## src/design/uec_pkg.sv

```systemverilog
// Shared constants for the serial responder with baud calibration
package uec_pkg;

  // ==========================================================================
  // Clocks and rates
  localparam int unsigned REF_CLK_HZ    = 20_000_000;
  localparam int unsigned SLOW_OSC_HZ   = 4_000_000;
  localparam int unsigned MCK_HZ        = SLOW_OSC_HZ / 2;
  localparam int unsigned BAUD_BPS      = 9600;
  localparam int unsigned OSC_STAB_NS   = 100_000;
  localparam int unsigned OSC_STAB_CYC  = (OSC_STAB_NS * (REF_CLK_HZ / 1_000_000) + 999) / 1000;

  // ==========================================================================
  // Serial framing and divisor
  localparam int unsigned FRAME_BITS    = 11;
  localparam logic [6:0]  SER_DIV_RST   = 7'(MCK_HZ / (2 * BAUD_BPS) - 1);
  localparam logic [6:0]  SER_DIV_MAX   = 7'h7f;
  localparam logic [15:0] CAL_NUMERATOR = 16'h5ac0;

  // ==========================================================================
  // Timers
  localparam logic [5:0]  INT_PRESC_MAX = 6'h3f;
  localparam logic [7:0]  INT_COMPARE   = 8'he9;
  localparam logic [15:0] DIV_RELOAD    = 16'h1295;
  localparam logic [1:0]  MEAS_NEEDED   = 2'h2;

  // ==========================================================================
  // Reply characters
  localparam logic [7:0]  CH_T_UP = 8'h54;
  localparam logic [7:0]  CH_T_LO = 8'h74;
  localparam logic [7:0]  CH_O_UP = 8'h4f;
  localparam logic [7:0]  CH_K_UP = 8'h4b;
  localparam logic [7:0]  CH_O_LO = 8'h6f;
  localparam logic [7:0]  CH_K_LO = 8'h6b;
  localparam logic [7:0]  CH_U_UP = 8'h55;
  localparam logic [7:0]  CH_C_UP = 8'h43;
  localparam logic [7:0]  CH_P_UP = 8'h50;
  localparam logic [7:0]  CH_E_UP = 8'h45;
  localparam logic [7:0]  CH_F_UP = 8'h46;
  localparam logic [7:0]  CH_CR   = 8'h0d;
  localparam logic [7:0]  CH_LF   = 8'h0a;

  typedef enum logic [2:0] {
    RSP_OK_UP, RSP_OK_LO, RSP_UC, RSP_PE, RSP_FE, RSP_OE
  } uec_rsp_t;

  typedef enum logic [3:0] {
    CAL_IDLE = 4'b0001,
    CAL_STAB = 4'b0010,
    CAL_MEAS = 4'b0100,
    CAL_REST = 4'b1000
  } uec_cal_t;

endpackage : uec_pkg

```

## src/design/uec_top.sv

```systemverilog
// Serial responder with oscillator-based baud calibration, plus its reply FIFO
//
// Behaviour
// - Good byte T answers 4F 4B 0D 0A.
// - Good byte t answers 6F 6B 0D 0A.
// - Any other good byte answers 55 43 0D 0A.
// - Parity error answers 50 45 0D 0A.
// - Framing error answers 46 45 0D 0A.
// - Overrun error answers 4F 45 0D 0A.
// - Frames carry 8 data bits LSB first, even parity, normal levels.
// - Both ends run at 9600 bits per second nominal.
// - Separate rx-done, tx-done and rx-error events; only rx ones drive replies.
// - 8-bit interval counter at source/64, compare E9, raises calibration tick.
// - Divider: 16-bit timer on slow oscillator, toggles wave, no start event.
// - Measuring counter on fast oscillator; each rising input edge captures and restarts.
// - Divider reload is 4757, half period is reload plus one counts.
// - Division factor keeps measured count within 16 bits.
// - Calibration: LED on, serial off, fast osc on, settle, switch, time, await two.
// - After second capture: stop timers, new divisor, slow clock, osc off, serial on.
// - New divisor is 23232 over the upper eight capture bits, capped at 127.
// - Serial clock is slow clock over 2; divisor+1 is that over 2*9600.
// - Interval counter holds while a reply is in progress.
// - Other wake causes leave the responder idle with no action.
`timescale 1ns/1ps
`default_nettype none

// ============================================================================
// Reply FIFO
module uec_fifo #(
  parameter int unsigned WIDTH = 8,
  parameter int unsigned DEPTH = 8
) (
  input  wire logic             ref_clk,   // Clock
  input  wire logic             reset,     // Async reset, high
  input  wire logic             ce,        // Clock enable
  input  wire logic             in_valid,  // Write request
  output var  logic             in_ready,  // Space available
  input  wire logic [WIDTH-1:0] in_data,   // Write data
  output var  logic             out_valid, // Data available
  input  wire logic             out_ready, // Read accept
  output var  logic [WIDTH-1:0] out_data   // Read data
);
  localparam int unsigned AW = $clog2(DEPTH);
  typedef struct packed {
    logic [DEPTH-1:0][WIDTH-1:0] mem;
    logic [AW-1:0]               wp;
    logic [AW-1:0]               rp;
    logic [AW:0]                 cnt;
  } uec_fifo_st_t;
  uec_fifo_st_t st_ff, nxt_st;
  logic push, pop;

  assign in_ready  = (st_ff.cnt != (AW+1)'(DEPTH));
  assign out_valid = (st_ff.cnt != '0);
  assign out_data  = st_ff.mem[st_ff.rp];
  assign push      = in_valid && in_ready;
  assign pop       = out_valid && out_ready;

  always_comb begin
    nxt_st = st_ff;
    if (push) begin
      nxt_st.mem[st_ff.wp] = in_data;
      nxt_st.wp = (st_ff.wp == AW'(DEPTH-1)) ? '0 : st_ff.wp + 1'b1;
    end
    if (pop) begin
      nxt_st.rp = (st_ff.rp == AW'(DEPTH-1)) ? '0 : st_ff.rp + 1'b1;
    end
    nxt_st.cnt = st_ff.cnt + (AW+1)'(push) - (AW+1)'(pop);
  end

  always_ff @(posedge ref_clk or posedge reset) begin
    if (reset) begin
      st_ff <= '0;
    end else if (ce) begin
      st_ff <= nxt_st;
    end
  end
endmodule : uec_fifo

// ============================================================================
// Responder top
module uec_top
  import uec_pkg::*;
#(
  parameter int unsigned FIFO_DEPTH = 8
) (
  input  wire logic       ref_clk,                // 20 MHz clock
  input  wire logic       reset,                  // Async reset, high
  input  wire logic       ce,                     // Clock enable, freezes all state
  input  wire logic       slow_osc_tick,          // One-cycle strobe per slow oscillator cycle
  input  wire logic       fast_osc_tick,          // One-cycle strobe per fast oscillator cycle
  input  wire logic       interval_src_tick,      // Interval counter source strobe
  input  wire logic       serial_in,              // Receive pin
  input  wire logic       measure_input,          // Measuring pin
  output var  logic       serial_out,             // Transmit pin
  output var  logic       divided_wave_output,    // Divided square wave pin
  output var  logic       cal_led,                // Calibration indicator
  output var  logic       fast_osc_en,            // Fast oscillator run request
  output var  logic       sys_clk_fast_sel,       // System clock on fast oscillator
  output var  logic       serial_enable,          // Serial channels running
  output var  logic [6:0] serial_divisor,         // Divisor field, bits 15:9 of divisor reg
  output var  logic       rx_complete_event,      // Good byte received pulse
  output var  logic       tx_complete_event,      // Byte sent pulse
  output var  logic       rx_error_event,         // Errored reception pulse
  output var  logic       calibration_tick_event  // Interval compare pulse
);
  typedef struct packed {
    logic [1:0]  rx_sync;
    logic        rx_last;
    logic [1:0]  meas_sync;
    logic        meas_last;
    logic        mck_ph;
    logic        rx_busy;
    logic [8:0]  rx_cnt;
    logic [3:0]  rx_bit;
    logic [7:0]  rx_data;
    logic        rx_par;
    logic        rx_fe;
    logic        hold_v;
    uec_rsp_t    hold_kind;
    logic        load_busy;
    uec_rsp_t    load_kind;
    logic [1:0]  load_idx;
    logic        tx_busy;
    logic [8:0]  tx_cnt;
    logic [3:0]  tx_bit;
    logic [10:0] tx_shift;
    logic        tx_line;
    logic [5:0]  int_presc;
    logic [7:0]  int_cnt;
    uec_cal_t    cal;
    logic [11:0] stab_cnt;
    logic        div_run;
    logic [15:0] div_cnt;
    logic        wave;
    logic        meas_run;
    logic [15:0] meas_cnt;
    logic [15:0] meas_cap;
    logic [1:0]  meas_n;
    logic        led;
    logic        fosc;
    logic        sys_fast;
    logic        ser_en;
    logic [6:0]  divisor;
    logic        ev_rx;
    logic        ev_tx;
    logic        ev_err;
    logic        ev_cal;
  } uec_st_t;

  localparam uec_st_t ST_RST = '{rx_sync: 2'h3, rx_last: 1'b1, meas_sync: 2'h0,
    meas_last: 1'b0, mck_ph: 1'b0,
    rx_busy: 1'b0, rx_cnt: '0, rx_bit: '0, rx_data: '0, rx_par: 1'b0, rx_fe: 1'b0, hold_v: 1'b0,
    hold_kind: RSP_UC, load_busy: 1'b0, load_kind: RSP_UC, load_idx: '0, tx_busy: 1'b0, tx_cnt: '0,
    tx_bit: '0, tx_shift: '1, tx_line: 1'b1, int_presc: '0, int_cnt: '0, cal: CAL_IDLE, stab_cnt: '0,
    div_run: 1'b0, div_cnt: '0, wave: 1'b0, meas_run: 1'b0, meas_cnt: '0, meas_cap: '0, meas_n: '0,
    led: 1'b0, fosc: 1'b0, sys_fast: 1'b0, ser_en: 1'b1, divisor: SER_DIV_RST, ev_rx: 1'b0,
    ev_tx: 1'b0, ev_err: 1'b0, ev_cal: 1'b0};

  uec_st_t st_ff, nxt_st;

  logic       fifo_in_valid, fifo_in_ready, fifo_out_valid, fifo_out_ready;
  logic [7:0] fifo_in_data, fifo_out_data;
  logic       mck_tick, reply_busy, rx_done, rx_err;
  logic [8:0] half_bit, full_bit;
  logic [7:0] cap_hi;
  logic [15:0] quot;

  // ==========================================================================
  // Reply table
  function automatic logic [7:0] reply_byte(input uec_rsp_t kind, input logic [1:0] idx);
    logic [7:0] b;
    b = CH_LF;
    unique case (idx)
      2'd0: begin
        unique case (kind)
          RSP_OK_UP: b = CH_O_UP;
          RSP_OK_LO: b = CH_O_LO;
          RSP_UC:    b = CH_U_UP;
          RSP_PE:    b = CH_P_UP;
          RSP_FE:    b = CH_F_UP;
          default:   b = CH_O_UP;
        endcase
      end
      2'd1: begin
        unique case (kind)
          RSP_OK_UP: b = CH_K_UP;
          RSP_OK_LO: b = CH_K_LO;
          RSP_UC:    b = CH_C_UP;
          default:   b = CH_E_UP;
        endcase
      end
      2'd2: b = CH_CR;
      2'd3: b = CH_LF;
    endcase
    return b;
  endfunction : reply_byte

  // ==========================================================================
  // Shared combinational terms
  assign mck_tick       = slow_osc_tick && st_ff.mck_ph;
  assign half_bit       = {2'b00, st_ff.divisor};
  assign full_bit       = {1'b0, st_ff.divisor, 1'b1};
  assign rx_done        = st_ff.rx_busy && mck_tick && st_ff.rx_cnt == '0 && st_ff.rx_bit == 4'd10;
  assign rx_err         = st_ff.rx_par || !st_ff.rx_sync[1];
  assign reply_busy     = st_ff.hold_v || st_ff.load_busy || fifo_out_valid || st_ff.tx_busy;
  assign fifo_in_valid  = st_ff.load_busy;
  assign fifo_in_data   = reply_byte(st_ff.load_kind, st_ff.load_idx);
  assign fifo_out_ready = st_ff.ser_en && !st_ff.tx_busy;
  assign cap_hi         = st_ff.meas_cap[15:8];
  // Divide by zero cannot happen on a sane wave; guarded anyway to keep the old divisor
  assign quot           = (cap_hi == '0) ? 16'(st_ff.divisor) : CAL_NUMERATOR / 16'(cap_hi);

  uec_fifo #(.WIDTH(8), .DEPTH(FIFO_DEPTH)) u_fifo (
    .ref_clk   (ref_clk),
    .reset     (reset),
    .ce        (ce),
    .in_valid  (fifo_in_valid),
    .in_ready  (fifo_in_ready),
    .in_data   (fifo_in_data),
    .out_valid (fifo_out_valid),
    .out_ready (fifo_out_ready),
    .out_data  (fifo_out_data)
  );

  // ==========================================================================
  // Next state
  always_comb begin
    nxt_st           = st_ff;
    nxt_st.ev_rx     = 1'b0;
    nxt_st.ev_tx     = 1'b0;
    nxt_st.ev_err    = 1'b0;
    nxt_st.ev_cal    = 1'b0;
    nxt_st.rx_sync   = {st_ff.rx_sync[0], serial_in};
    nxt_st.meas_sync = {st_ff.meas_sync[0], measure_input};
    nxt_st.meas_last = st_ff.meas_sync[1];
    nxt_st.rx_last   = st_ff.rx_sync[1];
    if (slow_osc_tick) begin
      nxt_st.mck_ph = !st_ff.mck_ph;
    end

    // Receiver: samples mid-bit, counts in serial clock ticks
    if (!st_ff.ser_en) begin
      nxt_st.rx_busy = 1'b0;
    end else if (!st_ff.rx_busy) begin
      // Falling edge only: a stop bit still low after a framing error must not restart
      if (!st_ff.rx_sync[1] && st_ff.rx_last) begin
        nxt_st.rx_busy = 1'b1;
        nxt_st.rx_cnt  = half_bit;
        nxt_st.rx_bit  = '0;
        nxt_st.rx_par  = 1'b0;
      end
    end else if (mck_tick) begin
      if (st_ff.rx_cnt != '0) begin
        nxt_st.rx_cnt = st_ff.rx_cnt - 1'b1;
      end else begin
        nxt_st.rx_cnt = full_bit;
        nxt_st.rx_bit = st_ff.rx_bit + 1'b1;
        if (st_ff.rx_bit == '0 && st_ff.rx_sync[1]) begin
          nxt_st.rx_busy = 1'b0;                               // Glitch, not a start bit
        end
        if (st_ff.rx_bit >= 4'd1 && st_ff.rx_bit <= 4'd8) begin
          nxt_st.rx_data = {st_ff.rx_sync[1], st_ff.rx_data[7:1]};
        end
        if (st_ff.rx_bit >= 4'd1 && st_ff.rx_bit <= 4'd9) begin
          nxt_st.rx_par = st_ff.rx_par ^ st_ff.rx_sync[1];
        end
        if (rx_done) begin
          nxt_st.rx_busy = 1'b0;
        end
      end
    end

    // Loader takes the held reply; set wins over take
    if (!st_ff.load_busy && st_ff.hold_v) begin
      nxt_st.load_busy = 1'b1;
      nxt_st.load_kind = st_ff.hold_kind;
      nxt_st.load_idx  = '0;
      nxt_st.hold_v    = 1'b0;
    end else if (st_ff.load_busy && fifo_in_ready) begin
      nxt_st.load_idx = st_ff.load_idx + 1'b1;
      if (st_ff.load_idx == 2'd3) begin
        nxt_st.load_busy = 1'b0;
      end
    end
    if (rx_done) begin
      nxt_st.hold_v = 1'b1;
      nxt_st.ev_rx  = !rx_err;
      nxt_st.ev_err = rx_err;
      if (st_ff.hold_v && !(!st_ff.load_busy)) begin
        nxt_st.hold_kind = RSP_OE;
        nxt_st.ev_rx     = 1'b0;
        nxt_st.ev_err    = 1'b1;
      end else if (!st_ff.rx_sync[1]) begin
        nxt_st.hold_kind = RSP_FE;
      end else if (st_ff.rx_par) begin
        nxt_st.hold_kind = RSP_PE;
      end else if (st_ff.rx_data == CH_T_UP) begin
        nxt_st.hold_kind = RSP_OK_UP;
      end else if (st_ff.rx_data == CH_T_LO) begin
        nxt_st.hold_kind = RSP_OK_LO;
      end else begin
        nxt_st.hold_kind = RSP_UC;
      end
    end

    // Transmitter: start, 8 data LSB first, even parity, stop
    if (fifo_out_valid && fifo_out_ready) begin
      nxt_st.tx_busy  = 1'b1;
      nxt_st.tx_shift = {1'b1, ^fifo_out_data, fifo_out_data, 1'b0};
      nxt_st.tx_bit   = '0;
      nxt_st.tx_cnt   = full_bit;
    end else if (st_ff.tx_busy && mck_tick) begin
      if (st_ff.tx_cnt != '0) begin
        nxt_st.tx_cnt = st_ff.tx_cnt - 1'b1;
      end else begin
        nxt_st.tx_cnt   = full_bit;
        nxt_st.tx_shift = {1'b1, st_ff.tx_shift[10:1]};
        nxt_st.tx_bit   = st_ff.tx_bit + 1'b1;
        if (st_ff.tx_bit == 4'(FRAME_BITS - 1)) begin
          nxt_st.tx_busy = 1'b0;
          nxt_st.ev_tx   = 1'b1;
        end
      end
    end
    nxt_st.tx_line = nxt_st.tx_busy ? nxt_st.tx_shift[0] : 1'b1;

    // Interval counter, held during a reply or calibration
    if (interval_src_tick && !reply_busy && st_ff.cal == CAL_IDLE) begin
      nxt_st.int_presc = st_ff.int_presc + 1'b1;
      if (st_ff.int_presc == INT_PRESC_MAX) begin
        nxt_st.int_cnt = st_ff.int_cnt + 1'b1;
        if (st_ff.int_cnt == INT_COMPARE) begin
          nxt_st.int_cnt = '0;
          nxt_st.ev_cal  = 1'b1;
        end
      end
    end

    // Divider channel, started low with no event
    if (st_ff.div_run && slow_osc_tick) begin
      if (st_ff.div_cnt == '0) begin
        nxt_st.div_cnt = DIV_RELOAD;
        nxt_st.wave    = !st_ff.wave;
      end else begin
        nxt_st.div_cnt = st_ff.div_cnt - 1'b1;
      end
    end

    // Measuring channel: the first capture is partial, the second is a full period
    if (st_ff.meas_run) begin
      if (fast_osc_tick) begin
        nxt_st.meas_cnt = st_ff.meas_cnt + 1'b1;
      end
      if (st_ff.meas_sync[1] && !st_ff.meas_last) begin
        nxt_st.meas_cap = st_ff.meas_cnt;
        nxt_st.meas_cnt = '0;
        nxt_st.meas_n   = st_ff.meas_n + 1'b1;
      end
    end

    // Calibration sequence; other causes never leave idle
    unique case (st_ff.cal)
      CAL_IDLE: begin
        if (st_ff.ev_cal) begin
          nxt_st.led      = 1'b1;
          nxt_st.ser_en   = 1'b0;
          nxt_st.fosc     = 1'b1;
          nxt_st.stab_cnt = 12'(OSC_STAB_CYC - 1);
          nxt_st.cal      = CAL_STAB;
        end
      end
      CAL_STAB: begin
        nxt_st.stab_cnt = st_ff.stab_cnt - 1'b1;
        if (st_ff.stab_cnt == '0) begin
          nxt_st.sys_fast = 1'b1;
          nxt_st.div_run  = 1'b1;
          nxt_st.div_cnt  = DIV_RELOAD;
          nxt_st.wave     = 1'b0;
          nxt_st.meas_run = 1'b1;
          nxt_st.meas_cnt = '0;
          nxt_st.meas_n   = '0;
          nxt_st.cal      = CAL_MEAS;
        end
      end
      CAL_MEAS: begin
        if (st_ff.meas_n == MEAS_NEEDED) begin
          nxt_st.div_run  = 1'b0;
          nxt_st.meas_run = 1'b0;
          nxt_st.wave     = 1'b0;
          nxt_st.divisor  = (quot > 16'(SER_DIV_MAX)) ? SER_DIV_MAX : quot[6:0];
          nxt_st.sys_fast = 1'b0;
          nxt_st.cal      = CAL_REST;
        end
      end
      CAL_REST: begin
        nxt_st.fosc   = 1'b0;
        nxt_st.ser_en = 1'b1;
        nxt_st.led    = 1'b0;
        nxt_st.cal    = CAL_IDLE;
      end
      default: nxt_st = ST_RST;
    endcase
  end

  always_ff @(posedge ref_clk or posedge reset) begin
    if (reset) begin
      st_ff <= ST_RST;
    end else if (ce) begin
      st_ff <= nxt_st;
    end
  end

  // ==========================================================================
  // Outputs
  assign serial_out             = st_ff.tx_line;
  assign divided_wave_output    = st_ff.wave;
  assign cal_led                = st_ff.led;
  assign fast_osc_en            = st_ff.fosc;
  assign sys_clk_fast_sel       = st_ff.sys_fast;
  assign serial_enable          = st_ff.ser_en;
  assign serial_divisor         = st_ff.divisor;
  assign rx_complete_event      = st_ff.ev_rx;
  assign tx_complete_event      = st_ff.ev_tx;
  assign rx_error_event         = st_ff.ev_err;
  assign calibration_tick_event = st_ff.ev_cal;

  // ==========================================================================
  // Checks
  property p_ok_up;
    @(posedge ref_clk) disable iff (reset)
    (st_ff.load_busy && st_ff.load_kind == RSP_OK_UP && st_ff.load_idx == 2'd0) |-> fifo_in_data == CH_O_UP;
  endproperty
  a_ok_up: assert property (p_ok_up) else $error("T reply must start with O");

  property p_ok_lo;
    @(posedge ref_clk) disable iff (reset)
    (st_ff.load_busy && st_ff.load_kind == RSP_OK_LO && st_ff.load_idx == 2'd1) |-> fifo_in_data == CH_K_LO;
  endproperty
  a_ok_lo: assert property (p_ok_lo) else $error("t reply second byte must be k");

  property p_err_only;
    @(posedge ref_clk) disable iff (reset)
    rx_error_event |-> !rx_complete_event && st_ff.hold_kind inside {RSP_PE, RSP_FE, RSP_OE};
  endproperty
  a_err_only: assert property (p_err_only) else $error("Errored byte also flagged as data");

  property p_int_hold;
    @(posedge ref_clk) disable iff (reset)
    (ce && reply_busy) |=> $stable(st_ff.int_cnt) && !calibration_tick_event;
  endproperty
  a_int_hold: assert property (p_int_hold) else $error("Interval counter moved during reply");

  property p_wave_toggle;
    @(posedge ref_clk) disable iff (reset)
    (ce && st_ff.div_run && slow_osc_tick && st_ff.div_cnt == '0)
      |=> divided_wave_output != $past(divided_wave_output) && st_ff.div_cnt == DIV_RELOAD;
  endproperty
  a_wave_toggle: assert property (p_wave_toggle) else $error("Divider failed to toggle and reload");

  property p_meas_state;
    @(posedge ref_clk) disable iff (reset)
    st_ff.cal == CAL_MEAS |-> !serial_enable && fast_osc_en && sys_clk_fast_sel && cal_led;
  endproperty
  a_meas_state: assert property (p_meas_state) else $error("Measurement without proper clock setup");

  property p_restore;
    @(posedge ref_clk) disable iff (reset)
    (ce && st_ff.cal == CAL_REST) |-> !sys_clk_fast_sel ##1 (serial_enable && !cal_led && !fast_osc_en);
  endproperty
  a_restore: assert property (p_restore) else $error("Restore order broken");

  property p_capture;
    @(posedge ref_clk) disable iff (reset)
    (ce && st_ff.meas_run && st_ff.meas_sync[1] && !st_ff.meas_last)
      |=> st_ff.meas_cap == $past(st_ff.meas_cnt) && st_ff.meas_cnt == '0;
  endproperty
  a_capture: assert property (p_capture) else $error("Edge did not capture and restart");

endmodule : uec_top

`default_nettype wire

```

## config.mk

```make
export PLATFORM = sky130hd
export DESIGN_NAME = uec_top
export DESIGN_NICKNAME = d
export VERILOG_FILES = /design/src/design/uec_pkg.sv /design/src/design/uec_top.sv
export SDC_FILE = /design/constraint.sdc
export NUM_CORES = 1
export LEC_CHECK = 0
export ABC_AREA = 1
export BUFFER_PORTS_ARGS = -buffer_cell sky130_fd_sc_hd__buf_2
export CORE_MARGIN = 2
export CORE_UTILIZATION = 40
export DETAILED_ROUTE_END_ITERATION = 10
export PLACE_DENSITY = 0.58
export SLEW_MARGIN = 20
export SYNTH_ARGS = -nofsm -noshare
export SYNTH_HDL_FRONTEND = slang
export SYNTH_SLANG_ARGS = --single-unit
```

## constraint.sdc

```tcl
create_clock -name ref_clk -period 30.7 [get_ports ref_clk]
set_input_delay 0 -clock ref_clk [delete_from_list [all_inputs] [get_ports ref_clk]]
set_output_delay 0 -clock ref_clk [all_outputs]
set_load 0.005 [all_outputs]
```

==> results.md <==
* Status: finished clean
* Latest clock arrival within the worst-skew pair at 0.53 ns
* Max-cap violations at 0
* Cell with the most instances after synthesis: nand2_1
* GRT Overall Usage at 0.196
* Pins Over Slew Limit at 0
* TritonCTS clock tree: yes
* GP Congestion at 0.919
* Most instantiated cells after synthesis: nand2_1 (435), inv_1 (352), nor2_1 (216)
* # rows at 75
* Hpwl dp at 31600 um
* First-pass GRT wire length at 72000 um
* Drt drc at 0
* Fmax at 0.0396 GHz
* Die Y at 210 um
* Critical Path End Type: flop
* Wirelength, routed at 42600 um
* Crit path DAT at 25.71 ns
* DR vias/cell at 5.21
* Yosys reg bits at 221
* TNS Setup at 0 ns
* Vias in the first global route at 14900
* Synth unique cells at 68
* Crit share post-route at 0.822
* Routed Antenna Nets at 0
* Synth Instances at 2330
* Ys Warns at 0
* Final WS setup at 5.47 ns
* Clock Skews at 0.0168 ns
* Max clock buf depth at 3
* I/O Pins at 25
* Total number of vias at 15200
* Fin. Hold Viols at 0
* Post-Syn Area at 0.0169 mm2
* Hold Crit Class: primary input to flop
* # setup viols final at 0
* H-tree depth at 1
* Mapped Nets at 2452
* Max-slew headroom at 0.349
* Final worst path period need at 25.23 ns
* Router iterations before antenna repair at 5
* Crit-path slowest cell: a21oi_2
* RSZ-0062 raised after global routing: no
* Fillcell total at 4270
* Final net count at 2473
* CP Data Required Time at 31.17 ns
* Chip Width at 210 um
* Syn-to-layout area delta at 8.94%
* PortBufs at 24
* Seq/Total Area, Yosys at 0.329
* CTS buffer count at 24
* ANT cells at 0
* Layout cells sized above 1 at 0.0899
* Sink Count at 221
* Initial antenna violation count at 0
* Asr flop ratio synth at 1.00
* Worst Path Max Fanout at 18
* Full die area at 0.0440 mm2
* Crit path top cell by count: nand2_1
* Max incr delay on CP at 0.49 ns
* Ys flop type: dfrtp_1
* Crit Path Class: flop to flop
* Largest net degree at the start of global routing at 83
* Pre-CTS WS at 5.81 ns
* Congestion Overflow GR at 0
* Avg Synthesized Cell Area at 7.26 um2
* Placeable Area at 0.0419 mm2
* Worst Tran Pin Value at 0.973 ns
* WL/cell at 14.7 um
* Drt initial violations at 1043
* Clk slew on worst S/H paths at 0.06 ns
* Post-synth EDFFs at 0
* CTS root buf: clkbuf_16
* Starting Density at 0.404
* Synth top area share at 0.291
* Element type at the critical path start: flop
* Largest area contributor in the netlist: dfrtp_1
* Ranking of synthesized cells by area: dfrtp_1 (29%), nand2_1 (9.7%), ha_1 (8.4%)
## stage by stage
step	cells	hold slack [ns]	cell area [um2]	utilization
floorplan	2330	0.121	16900	-
global placement	2858	0.130	17600	0.420
detailed placement	2858	0.133	17600	0.420
CTS	2907	0.0397	18400	0.440
global route	2907	0.0699	18400	0.440
finish	2907	0.0493	18400	0.440
## per-layer routing
layer | GRT usage | share of wire
met5 | 0 | 0
met4 | 0.0514 | 0.019
met2 | 0.334 | 0.47
met3 | 0.0162 | 0.034
met1 | 0.270 | 0.48
## flip-flops by register name (all words and copies together) (netlist names)
name,count
divided_wave_output,1
tx_complete_event,1
sys_clk_fast_sel,1
fifo_in_valid,1
calibration_tick_event,1
serial_divisor,7
st_ff,130
cap_hi,8
u_fifo.st_ff,66
rx_error_event,1
cal_led,1
serial_enable,1
rx_complete_event,1
serial_out,1
## worst paths after layout
path                       startpoint                end  slack (ns)  cells after the start
setup / recovery            cap_hi[7]  serial_divisor[0]        5.47                    163
hold / removal                     ce          st_ff[43]        0.05                      3
hold reg to reg            st_ff[106]         st_ff[106]        0.48                      2
min in group asynchronous       reset   u_fifo.st_ff[63]        0.11                      3
setup reg to reg            cap_hi[7]  serial_divisor[0]        5.47                    163
max in group asynchronous       reset          st_ff[56]       29.27                      4
## layout make-up
| type | instances | area [um2] | share of cell area |
|---|---|---|---|
| Sequential cell | 221 | 5560 | 0.302 |
| Clock buffer | 38 | 714 | 0.0388 |
| Multi-Input combinational cell | 1698 | 9780 | 0.530 |
| Timing Repair Buffer | 45 | 293 | 0.0159 |
| Inverter | 361 | 1370 | 0.0741 |
| Tap cell | 539 | 674 | 0.0366 |
| Clock inverter | 5 | 50.0 | 0.00272 |
## layout by cell type, fill, tap and decap left out, drive strengths merged, types with 8 or more instances in the layout
| cell type | netlist | layout |
|---|---|---|
| nand3 | 162 | 162 |
| mux2 | 25 | 25 |
| nand2 | 463 | 463 |
| nand4 | 26 | 26 |
| or2 | 15 | 15 |
| o31ai | 8 | 8 |
| dfrtp | 197 | 197 |
| nor2 | 235 | 235 |
| xnor2 | 34 | 34 |
| clkbuf | 33 | 38 |
| o22ai | 35 | 35 |
| dfstp | 24 | 24 |
| xor2 | 73 | 73 |
| inv | 359 | 359 |
| nor3 | 47 | 47 |
| a21oi | 149 | 149 |
| ha | 113 | 113 |
| buf | 17 | 39 |
| o21ai | 222 | 222 |
## worst max-delay path: cells and delay by family (launching register included)
kind,cells,cell delay (ns)
buf+inv,18,2.01
simple gates,76,8.82
compound gates,55,9.53
flops,1,0.41
fa+ha+maj,14,4.43
## timing repair
action                    4_1_cts  5_1_grt
gates resized for setup         0        0
setup buffers                   0        0
hold endpoints to repair       86        0
hold buffers                    6        0
## kinds of logic (layout without fill, tap and decap cells)
family,after synthesis,after routing,synth area share
AND/OR/NAND/NOR,969,969,0.260
AO/OA/AOI/OAI,481,481,0.160
buffers and inverters,411,449,0.0943
flip-flops,221,221,0.329
adder cells (fa/ha/maj),114,114,0.0847
XOR/XNOR,107,107,0.0554
multiplexers,26,26,0.0172
other,1,1,0.000222
Power is left out: the tool's default activity adds up to more than one toggle a clock period on the data nets, which glitch-free logic cannot reach.
